===== src/rtl/ssp_pkg.sv =====
// Shared constants, types and checks for the segment stream parser
package ssp_pkg;

    localparam int          HDR_LEN      = 20;
    localparam int          SUBHDR_LEN   = 4;
    localparam int          FIFO_DEPTH   = 32;
    localparam int          READY_SLACK  = 4;
    localparam logic [31:0] PROTO_TAG    = 32'h5254_5053;
    localparam logic [7:0]  MAJOR_MAX    = 8'h02;
    localparam logic [15:0] VER_1_0      = 16'h0100;
    localparam logic [15:0] VER_1_1      = 16'h0101;
    localparam logic [15:0] VER_2_0      = 16'h0200;
    localparam logic [15:0] VER_2_1      = 16'h0201;
    localparam logic [15:0] IMPL_UNSET   = 16'h0000;
    localparam logic [31:0] SEQ_UNSET_HI = 32'hFFFF_FFFF;
    localparam logic [31:0] SEQ_UNSET_LO = 32'h0000_0000;
    localparam logic [31:0] SET_SPAN     = 32'h0000_0100;
    localparam int          FLAG_ORDER   = 0;
    localparam int          FLAG_NO_TIME = 1;

    localparam logic [7:0] K_PAD        = 8'h01;
    localparam logic [7:0] K_RECEIPT    = 8'h06;
    localparam logic [7:0] K_AVAIL      = 8'h07;
    localparam logic [7:0] K_GAP        = 8'h08;
    localparam logic [7:0] K_TIME       = 8'h09;
    localparam logic [7:0] K_KEYLESS    = 8'h0A;
    localparam logic [7:0] K_KL_PIECE   = 8'h0B;
    localparam logic [7:0] K_ORIGIN     = 8'h0C;
    localparam logic [7:0] K_ANSWER_IP4 = 8'h0D;
    localparam logic [7:0] K_TARGET     = 8'h0E;
    localparam logic [7:0] K_ANSWER     = 8'h0F;
    localparam logic [7:0] K_MISSING    = 8'h12;
    localparam logic [7:0] K_PIECE_AV   = 8'h13;
    localparam logic [7:0] K_PAYLOAD    = 8'h15;
    localparam logic [7:0] K_PIECE      = 8'h16;
    localparam logic [7:0] K_VENDOR_MIN = 8'h80;

    typedef struct packed {
        logic [7:0] data;
        logic       first;
        logic       last;
    } ssp_in_beat_s;

    typedef struct packed {
        logic [7:0] data;
        logic [7:0] kind;
        logic       first;
        logic       last;
        logic       bad;
        logic       little;
    } ssp_seg_beat_s;

    typedef struct packed {
        logic [15:0] src_version;
        logic [15:0] src_impl;
        logic [95:0] src_prefix;
        logic [95:0] dst_prefix;
        logic        answer_seen;
        logic        have_time;
        logic [63:0] time_value;
    } ssp_ctx_s;

    function automatic logic is_endpoint(input logic [7:0] k);
        return k inside {K_PAYLOAD, K_KEYLESS, K_PIECE, K_KL_PIECE, K_AVAIL,
                         K_RECEIPT, K_GAP, K_PIECE_AV, K_MISSING};
    endfunction

    function automatic logic is_context(input logic [7:0] k);
        return k inside {K_ORIGIN, K_ANSWER, K_TARGET, K_TIME};
    endfunction

    function automatic logic is_known(input logic [7:0] k);
        return is_endpoint(k) || is_context(k) || k == K_PAD || k == K_ANSWER_IP4;
    endfunction

    // Least body length of each known kind
    function automatic logic [31:0] min_len(input logic [7:0] k, input logic [7:0] f);
        unique case (k)
            K_RECEIPT:              return 32'h0000_0018;
            K_AVAIL, K_GAP:         return 32'h0000_001C;
            K_MISSING, K_PIECE_AV:  return 32'h0000_0014;
            K_PAYLOAD, K_KEYLESS:   return 32'h0000_0010;
            K_PIECE, K_KL_PIECE:    return 32'h0000_0014;
            K_ORIGIN:               return 32'h0000_0014;
            K_TARGET:               return 32'h0000_000C;
            K_TIME:                 return f[FLAG_NO_TIME] ? 32'h0000_0000 : 32'h0000_0008;
            default:                return 32'h0000_0000;
        endcase
    endfunction

    // Body offset of the sample index bitmap base, zero when none
    function automatic logic [15:0] set_off(input logic [7:0] k);
        unique case (k)
            K_RECEIPT: return 16'h0008;
            K_GAP:     return 16'h0010;
            default:   return 16'h0000;
        endcase
    endfunction

    function automatic logic seq_set_ok(input logic [31:0] hi, input logic [31:0] lo,
                                        input logic [31:0] nbits);
        logic signed [63:0] base;
        base = signed'({hi, lo});
        return (base >= 64'sd1) && (nbits <= SET_SPAN)
               && !({hi, lo} == {SEQ_UNSET_HI, SEQ_UNSET_LO});
    endfunction

endpackage


===== src/rtl/ssp_parser.sv =====
// Segment stream parser: walks segments of each message, keeps context
`timescale 1ns/1ps
`default_nettype none
module ssp_parser (
    input  wire logic                    mclk_i,
    input  wire logic                    arst_n_i,
    input  wire logic                    in_valid_i,
    input  wire ssp_pkg::ssp_in_beat_s   in_beat_i,
    input  wire logic [31:0]             msg_len_i,
    input  wire logic [95:0]             local_prefix_i,
    output logic                         in_ready_o,
    output logic                         seg_valid_o,
    output ssp_pkg::ssp_seg_beat_s       seg_beat_o,
    input  wire logic                    seg_ready_i,
    output ssp_pkg::ssp_ctx_s            ctx_o,
    output logic                         msg_invalid_o,
    output logic                         msg_done_o,
    output logic                         skip_o
);
    typedef enum logic [1:0] {ST_HDR, ST_SHDR, ST_BODY, ST_DROP} ssp_state_e;

    typedef struct packed {
        ssp_state_e             st;
        logic [15:0]            pos;
        logic [31:0]            rem;
        logic [7:0]             kind;
        logic [7:0]             flags;
        logic [15:0]            slen;
        logic [31:0]            left;
        logic                   fwd;
        logic                   ctxk;
        logic [31:0]            word;
        logic [31:0]            stg_a;
        logic [31:0]            stg_b;
        logic [95:0]            stg_prefix;
        ssp_pkg::ssp_ctx_s      ctx;
        logic                   bad;
        logic                   ready;
        logic                   done;
        logic                   skip;
        logic                   wr;
        ssp_pkg::ssp_seg_beat_s wbeat;
    } ssp_regs_s;

    ssp_regs_s  r_reg;
    ssp_regs_s  r_next;
    logic [1:0] rst_sync_reg;
    logic       rst_n;
    logic [5:0] fifo_level;
    logic       take;

    always_ff @(posedge mclk_i or negedge arst_n_i)
    begin
        if (!arst_n_i)
            rst_sync_reg <= 2'b00;
        else
            rst_sync_reg <= {rst_sync_reg[0], 1'b1};
    end
    assign rst_n = rst_sync_reg[1];

    assign take = in_valid_i && r_reg.ready;

    always_comb
    begin
        ssp_state_e  st;
        logic [15:0] pos;
        logic [31:0] rem_now;
        logic [31:0] ra;
        logic [7:0]  b;
        logic [31:0] wd;
        logic [15:0] lenv;
        logic [15:0] so;
        logic        inval;
        logic        little;
        st      = r_reg.st;
        pos     = r_reg.pos;
        rem_now = r_reg.rem;
        b       = in_beat_i.data;
        inval   = 1'b0;
        lenv    = 16'h0000;
        so      = ssp_pkg::set_off(r_reg.kind);
        little  = r_reg.flags[ssp_pkg::FLAG_ORDER];
        r_next  = r_reg;
        r_next.done  = 1'b0;
        r_next.skip  = 1'b0;
        r_next.wr    = 1'b0;
        r_next.ready = fifo_level <= 6'(ssp_pkg::FIFO_DEPTH - ssp_pkg::READY_SLACK);
        if (take && in_beat_i.first)  // Fresh context for every message
        begin
            st      = ST_HDR;
            pos     = 16'h0000;
            rem_now = msg_len_i;
            r_next.bad = 1'b0;
            r_next.ctx = '{src_version: ssp_pkg::VER_2_1, src_impl: ssp_pkg::IMPL_UNSET,
                           src_prefix: '0, dst_prefix: local_prefix_i,
                           answer_seen: 1'b0, have_time: 1'b0, time_value: '0};
        end
        ra = rem_now - 32'h0000_0001;
        wd = (st == ST_BODY && little) ? {b, r_reg.word[31:8]} : {r_reg.word[23:0], b};
        if (take)
        begin
            r_next.rem  = ra;
            r_next.word = wd;
            r_next.pos  = pos + 16'h0001;
            unique case (st)
                ST_HDR:
                begin
                    if (pos == 16'h0003 && wd != ssp_pkg::PROTO_TAG)
                        inval = 1'b1;
                    if (pos == 16'h0004 && b > ssp_pkg::MAJOR_MAX)
                        inval = 1'b1;
                    if (pos >= 16'h0004 && pos < 16'h0008)
                        r_next.stg_a = {r_reg.stg_a[23:0], b};
                    if (pos >= 16'h0008)
                        r_next.stg_prefix = {r_reg.stg_prefix[87:0], b};
                    if (pos == 16'(ssp_pkg::HDR_LEN - 1))
                    begin
                        // Valid header loads version, implementer and prefix
                        r_next.ctx.src_version = r_reg.stg_a[31:16];
                        r_next.ctx.src_impl    = r_reg.stg_a[15:0];
                        r_next.ctx.src_prefix  = {r_reg.stg_prefix[87:0], b};
                        r_next.st  = ST_SHDR;
                        r_next.pos = 16'h0000;
                    end
                end
                ST_SHDR:
                begin
                    if (pos == 16'h0000 && rem_now < 32'(ssp_pkg::SUBHDR_LEN))
                        inval = 1'b1;
                    if (pos == 16'h0000)
                        r_next.kind = b;
                    if (pos == 16'h0001)
                        r_next.flags = b;  // Order and no-time bits used, rest ignored
                    if (pos == 16'h0002)
                        r_next.slen = {8'h00, b};
                    if (pos == 16'h0003)
                    begin
                        lenv = little ? {b, r_reg.slen[7:0]} : {r_reg.slen[7:0], b};
                        r_next.slen = lenv;
                        if (lenv == 16'h0000)
                            r_next.left = ra;
                        else if (32'(lenv) > ra)
                            inval = 1'b1;
                        else
                            r_next.left = 32'(lenv);
                        if (ssp_pkg::min_len(r_reg.kind, r_reg.flags) > r_next.left)
                            inval = 1'b1;
                        r_next.fwd  = ssp_pkg::is_endpoint(r_reg.kind);
                        r_next.ctxk = ssp_pkg::is_context(r_reg.kind);
                        // Vendor kinds and undefined kinds are walked over
                        r_next.skip = !ssp_pkg::is_known(r_reg.kind)
                                      || (r_reg.kind >= ssp_pkg::K_VENDOR_MIN
                                          && r_reg.ctx.src_impl == ssp_pkg::IMPL_UNSET);
                        r_next.pos = 16'h0000;
                        r_next.st  = (r_next.left == 32'h0000_0000) ? ST_SHDR : ST_BODY;
                    end
                end
                ST_BODY:
                begin
                    r_next.left = r_reg.left - 32'h0000_0001;
                    if (r_reg.kind == ssp_pkg::K_ORIGIN && pos >= 16'h0004 && pos < 16'h0008)
                        r_next.stg_a = {r_reg.stg_a[23:0], b};
                    if ((r_reg.kind == ssp_pkg::K_ORIGIN && pos >= 16'h0008)
                        || r_reg.kind == ssp_pkg::K_TARGET)
                        r_next.stg_prefix = {r_reg.stg_prefix[87:0], b};
                    if ((r_reg.kind == ssp_pkg::K_TIME || so != 16'h0000)
                        && pos == so + 16'h0003)
                        r_next.stg_a = wd;
                    if ((r_reg.kind == ssp_pkg::K_TIME || so != 16'h0000)
                        && pos == so + 16'h0007)
                        r_next.stg_b = wd;
                    // Signed 64-bit base, span within 256, unset index refused
                    if (so != 16'h0000 && pos == so + 16'h000B
                        && !ssp_pkg::seq_set_ok(r_reg.stg_a, r_reg.stg_b, wd))
                        inval = 1'b1;
                    if ((r_reg.kind == ssp_pkg::K_PIECE || r_reg.kind == ssp_pkg::K_KL_PIECE)
                        && pos == 16'h0013 && wd == 32'h0000_0000)
                        inval = 1'b1;  // Unsigned piece number, zero refused
                    if (r_reg.left == 32'h0000_0001)
                    begin
                        if (r_reg.ctxk && !inval)
                        begin
                            unique case (r_reg.kind)
                                ssp_pkg::K_ORIGIN:
                                begin
                                    r_next.ctx.src_version = r_reg.stg_a[31:16];
                                    r_next.ctx.src_impl    = r_reg.stg_a[15:0];
                                    r_next.ctx.src_prefix  = r_reg.stg_prefix;
                                end
                                ssp_pkg::K_TARGET:
                                    r_next.ctx.dst_prefix = {r_reg.stg_prefix[87:0], b};
                                ssp_pkg::K_TIME:
                                begin
                                    r_next.ctx.have_time  = !r_reg.flags[ssp_pkg::FLAG_NO_TIME];
                                    r_next.ctx.time_value = {r_reg.stg_a, r_reg.stg_b};
                                end
                                default:
                                    r_next.ctx.answer_seen = 1'b1;
                            endcase
                        end
                        r_next.st  = ST_SHDR;
                        r_next.pos = 16'h0000;
                    end
                    if (r_reg.fwd)
                    begin
                        r_next.wr    = 1'b1;
                        r_next.wbeat = '{data: b, kind: r_reg.kind, first: pos == 16'h0000,
                                         last: r_reg.left == 32'h0000_0001 || inval
                                               || in_beat_i.last,
                                         bad: inval || (in_beat_i.last
                                                        && r_reg.left != 32'h0000_0001),
                                         little: little};
                    end
                end
                default:
                    r_next.st = ST_DROP;
            endcase
            if (in_beat_i.last && (st == ST_HDR || (st == ST_SHDR && pos != 16'h0003)
                || (st == ST_BODY && r_reg.left != 32'h0000_0001)))
                inval = 1'b1;
            if (inval)
            begin
                r_next.st  = ST_DROP;
                r_next.bad = 1'b1;
            end
            if (in_beat_i.last)
            begin
                r_next.done = 1'b1;
                r_next.st   = ST_HDR;
                r_next.pos  = 16'h0000;
            end
        end
    end

    always_ff @(posedge mclk_i or negedge rst_n)
    begin
        if (!rst_n)
            r_reg <= '0;
        else
            r_reg <= r_next;
    end

    ssp_fifo #(
        .W     ($bits(ssp_pkg::ssp_seg_beat_s)),
        .DEPTH (ssp_pkg::FIFO_DEPTH)
    ) u_fifo (
        .mclk_i     (mclk_i),
        .rst_n_i    (rst_n),
        .wr_valid_i (r_reg.wr),
        .wr_data_i  (r_reg.wbeat),
        .wr_ready_o (),
        .rd_valid_o (seg_valid_o),
        .rd_data_o  (seg_beat_o),
        .rd_ready_i (seg_ready_i),
        .level_o    (fifo_level)
    );

    assign in_ready_o    = r_reg.ready;
    assign ctx_o         = r_reg.ctx;
    assign msg_invalid_o = r_reg.bad;
    assign msg_done_o    = r_reg.done;
    assign skip_o        = r_reg.skip;
endmodule
`default_nettype wire


===== src/rtl/ssp_fifo.sv =====
// Synchronous FIFO with valid/ready on both sides
`timescale 1ns/1ps
`default_nettype none
module ssp_fifo #(
    parameter int W     = 8,
    parameter int DEPTH = 32
) (
    input  wire logic                   mclk_i,
    input  wire logic                   rst_n_i,
    input  wire logic                   wr_valid_i,
    input  wire logic [W-1:0]           wr_data_i,
    output logic                        wr_ready_o,
    output logic                        rd_valid_o,
    output logic [W-1:0]                rd_data_o,
    input  wire logic                   rd_ready_i,
    output logic [$clog2(DEPTH):0]      level_o
);
    localparam int AW = $clog2(DEPTH);

    typedef struct packed {
        logic [AW-1:0] wptr;
        logic [AW-1:0] rptr;
        logic [AW:0]   count;
    } ssp_fifo_s;

    ssp_fifo_s      r_reg;
    ssp_fifo_s      r_next;
    logic [W-1:0]   mem [DEPTH];
    logic           push;
    logic           pop;

    assign wr_ready_o = r_reg.count != (AW+1)'(DEPTH);
    assign rd_valid_o = r_reg.count != '0;
    assign rd_data_o  = mem[r_reg.rptr];
    assign level_o    = r_reg.count;
    assign push       = wr_valid_i && wr_ready_o;
    assign pop        = rd_valid_o && rd_ready_i;

    always_comb
    begin
        r_next = r_reg;
        if (push)
            r_next.wptr = r_reg.wptr + 1'b1;
        if (pop)
            r_next.rptr = r_reg.rptr + 1'b1;
        r_next.count = r_reg.count + (AW+1)'(push) - (AW+1)'(pop);
    end

    always_ff @(posedge mclk_i or negedge rst_n_i)
    begin
        if (!rst_n_i)
            r_reg <= '0;
        else
            r_reg <= r_next;
    end

    always_ff @(posedge mclk_i)
    begin
        if (push)
            mem[r_reg.wptr] <= wr_data_i;
    end
endmodule
`default_nettype wire


===== config.mk =====
export PLATFORM = sky130hd
export DESIGN_NAME = ssp_parser
export DESIGN_NICKNAME = d
export VERILOG_FILES = /design/src/rtl/ssp_pkg.sv /design/src/rtl/ssp_parser.sv /design/src/rtl/ssp_fifo.sv
export SDC_FILE = /design/constraint.sdc
export NUM_CORES = 2
export LEC_CHECK = 0
export BUFFER_PORTS_ARGS = -buffer_cell sky130_fd_sc_hd__buf_4
export CORE_UTILIZATION = 55
export CTS_CLUSTER_DIAMETER = 30
export DETAILED_ROUTE_END_ITERATION = 10
export PLACE_DENSITY = 0.77
export SLEW_MARGIN = 20
export SYNTH_ARGS = -nofsm -noshare
export SYNTH_HDL_FRONTEND = slang
export SYNTH_SLANG_ARGS = --single-unit

===== constraint.sdc =====
create_clock -name mclk_i -period 16.95 [get_ports mclk_i]
set_input_delay 3.39 -clock mclk_i [delete_from_list [all_inputs] [get_ports mclk_i]]
set_output_delay 3.39 -clock mclk_i [all_outputs]
set_load 0.01 [all_outputs]

==> results.toml <==
[status]
status = "finished with violations"
violations = "design-rule violations"

[logic_synthesis]
syn_nets = 4902
synth_xor_xnor_area_share_pct = 0.8515
synth_top_area_cell = "edfxtp_1"
synth_area_um2 = 58480
synth_top_family_by_area = "multiplexers"
synth_edf_count = 640
ys_seq_elements = 1267
yosysSeqAreaShare_pct = 59.69
syn_inst = 4714
yosys.area_share.adder_pct = 0.9970
synth_ff_type = "edfxtp_1"
synth_compound_area_share_pct = 8.797
synthSimpleGateAreaFrac_pct = 9.946
synthMuxAreaShare_pct = 13.80
synthArstFlopShare_pct = 49.49
syn_avg_cell_area_um2 = 12.41
synth_top_area_share_pct = 32.86
synth_area_leaders = "edfxtp_1 (33%), dfrtp_1 (27%), mux4_2 (7.7%)"
yosysUniqueCellTypes = 86
ys_warn_count = 0

[sta]
post-route-min-period_ns = 9.495
setup_violations = 0
setup_slack_ns = 7.455
slew_headroom_pct = 3.652
finClkSkew_ns = 0.05034
period_share_pct = 56.02
maxSlewViolCount = 0
tightest_slew_ns = 1.445
max_freq_mhz = 105.3
finalHoldViolCount = 0
rsz0062_at_grt = "no"
setup_tns_ns = 0

[clock_tree]
htreeDepth = 4
tritoncts = "yes"
cts_hold_buf = 0
cts.sink_count = 1267
cts.path.max_buffers = 3
insertion_delay_ns = 0.83
post_cts_buffers = 0
cts-resized-gates = 0
root_buffer = "clkbuf_16"
clkTransAtPathRegs_ns = 0.05
cts_buffers = 230

[route]
drc = 22
antenna_left = 0
vias = 41540
wl_per_cell_um = 26.86
drt_wl_total_um = 174500
drtPass1Iterations = 11
post_drt_via_cell_ratio = 6.394
drt_iter0_markers = 4697

[place]
pre_cts_ws_ns = 6.786
dp_hpwl_um = 101200
io_buffer_count = 456
dp_cells = 6053
gp_congestion = 0.9332

[finish]
layoutNonFillerInstCount = 6497
n_fill_cell = 7249
finalNetCount = 5082
drive_gt1_share_pct = 27.71
largest_register_ffs = 640
syn2layout_area_growth_pct = 19.31

[run]
max_cap_violations = 0

[floorplan]
die_x_um = 328.1
die_h_um = 328.1
start_util_pct = 55.48
die_area_um2 = 107600
coreArea_um2 = 105400
rows = 119
io-pin-count = 457

[grt]
grt_pass1_wl_um = 260700
antenna_found_initial = 7
grt_pass1_vias = 41398
grt_max_degree = 186
grt_overflow_total = 0
grt.total_usage_pct = 32.23

[worst_setup_path]
critPathSlowestCell = "buf_4"
crit_path_end_kind = "register"
worst_setup_path_start_kind = "input port"
cp.required_ns = 17.63
ff2ff_path_depth = 23
timing.rr.end = "r_reg[621]$_DFFE_PN0P_"
path_delay_family = "buffers and inverters"
r2r_start = "in_ready_o$_DFF_PN0_"
worst_path_largest_cell_delay_ns = 0.82
cpMostUsedCell = "buf_4"
critPathMaxFanout = 77
crit_arrival_ns = 10.18
path_cells = "buf_4 > nand3_4 > buf_4 > buf_4 > and3_1 > nor2_1 > or4b_2 > xor2_1 > mux2_2 > ha_1 > a21oi_1 > o21ai_0 > o21ai_0 > nor4_1 > nand3b_1 > buf_4 > a221oi_1 > ha_1 > a21o_1 > a21oi_1 > nor2_1 > a31oi_1 > a21o_1 > a221oi_2"
r2r_slack_ns = 9.63
critPathBufInv = 4
critical_path_class = "in -> reg"

[power]
power_leakage_nw = 26.64
power_density_nw_per_um2 = 155.4
power_w = 0.01084
peakVddDrop_mv = 0.1141

[hold_path]
hold_class = "reg -> async"
[worst max path at each step]
stage | from | slack, ns | end | cells past startpoint
finish | in_beat_i[1] | 7.45 | r_reg[621]$_DFFE_PN0P_ | 24
global route | in_beat_i[1] | 7.13 | r_reg[621]$_DFFE_PN0P_ | 24
CTS | in_beat_i[1] | 7.64 | r_reg[621]$_DFFE_PN0P_ | 24
detailed placement | in_beat_i[1] | 6.79 | r_reg[621]$_DFFE_PN0P_ | 24
global placement | in_beat_i[1] | 6.84 | r_reg[621]$_DFFE_PN0P_ | 24
floorplan | in_beat_i[1] | 5.76 | r_reg[621]$_DFFE_PN0P_ | 32
[placed cells by master (no fill, tap or decap), types with 8 or more instances in the layout]
cell type,instances
nand2_1,548
edfxtp_1,640
o22ai_1,22
clkbuf_1,19
inv_1,33
or2_2,8
nand4_1,33
a31oi_1,10
nor2_2,31
and3_1,13
clkbuf_16,232
mux2i_1,165
clkinv_4,14
or3_1,23
or4_1,13
nor3_1,53
nor4_1,69
o31ai_1,8
a21oi_1,392
a22oi_1,13
a22o_1,65
bufinv_16,41
clkinv_2,36
dfrtp_1,613
xor2_1,23
mux2_2,170
inv_6,20
ha_1,45
nand3_1,174
clkinv_16,8
clkbuf_8,27
mux4_2,200
buf_4,530
dfrtp_2,11
nor2_1,236
xnor2_1,32
o21ai_0,330
clkinv_1,11
clkinvlp_4,26
[routing by layer]
layer	wire length (µm)	track usage (%)	up-vias
met3	14210	6.413	580
met2	86780	53.09	2563
li1	-	-	17532
met4	9884	17.41	6
met1	63590	40.23	20859
met5	40	0	-
[metrics by stage]
stage | area, µm² | utilization (%) | hold WS, ns
after floorplan | 58480 | - | 0.3311
after global placement | 61190 | 58.05 | 0.3062
after detailed placement | 61190 | 58.05 | 0.3091
after CTS | 69760 | 66.17 | 0.3045
after global routing | 69770 | 66.19 | 0.3386
final | 69780 | 66.19 | 0.2948
[cells by family after synthesis]
| logic type | count (synthesis) |
|---|---|
| flip-flops | 1267 |
| other | 1 |
| AND/OR/NAND/NOR | 1279 |
| AO/OA/AOI/OAI | 909 |
| adder cells (fa/ha/maj) | 46 |
| multiplexers | 535 |
| XOR/XNOR | 56 |
| buffers and inverters | 621 |
[final cells by class]
class / count / area, µm² / share of cell area [%]
Multi-Input combinational cell: 2826 / 20340 / 29.15
Clock inverter: 162 / 2313 / 3.315
Sequential cell: 1267 / 34930 / 50.06
Tap cell: 1391 / 1740 / 2.494
Clock buffer: 278 / 6248 / 8.955
Antenna cell: 4 / 10.01 / 0.01434
Timing Repair Buffer: 534 / 4059 / 5.817
Inverter: 35 / 131.4 / 0.1883
[worst register-to-register path, cell delays in order (launching register included)]
cell	delay [ns]
dfrtp_1	0.58
nand3_4	0.22
buf_4	0.75
buf_4	0.84
and3_1	0.37
nor2_1	0.09
or4b_2	0.63
xor2_1	0.16
mux2_2	0.30
ha_1	0.31
a21oi_1	0.07
o21ai_0	0.15
o21ai_0	0.23
nor4_1	0.39
nand3b_1	0.12
buf_4	0.26
a221oi_1	0.45
ha_1	0.33
a21o_1	0.16
a21oi_1	0.14
nor2_1	0.06
a31oi_1	0.34
a21o_1	0.19
a221oi_2	0.06
[report_power, final]
group          switching (W)  internal (W)  leakage, nW
Sequential          0.000377       0.00348         12.8
Combinational        0.00116      0.000846         9.74
Clock                0.00170       0.00328         4.12
[cell usage after synthesis (32+ instances only)]
master,number
buf_4,290
mux2i_1,165
nor4_1,70
edfxtp_1,640
nand3_1,176
nand2_1,552
xnor2_1,32
buf_1,44
nand4_1,33
o21ai_0,331
inv_1,33
a22o_1,65
mux2_2,170
nor3_1,53
a21oi_1,393
dfrtp_1,627
mux4_2,200
ha_1,45
clkbuf_1,231
nor2_1,273
Note: power is estimated with default switching activity, not from simulation.
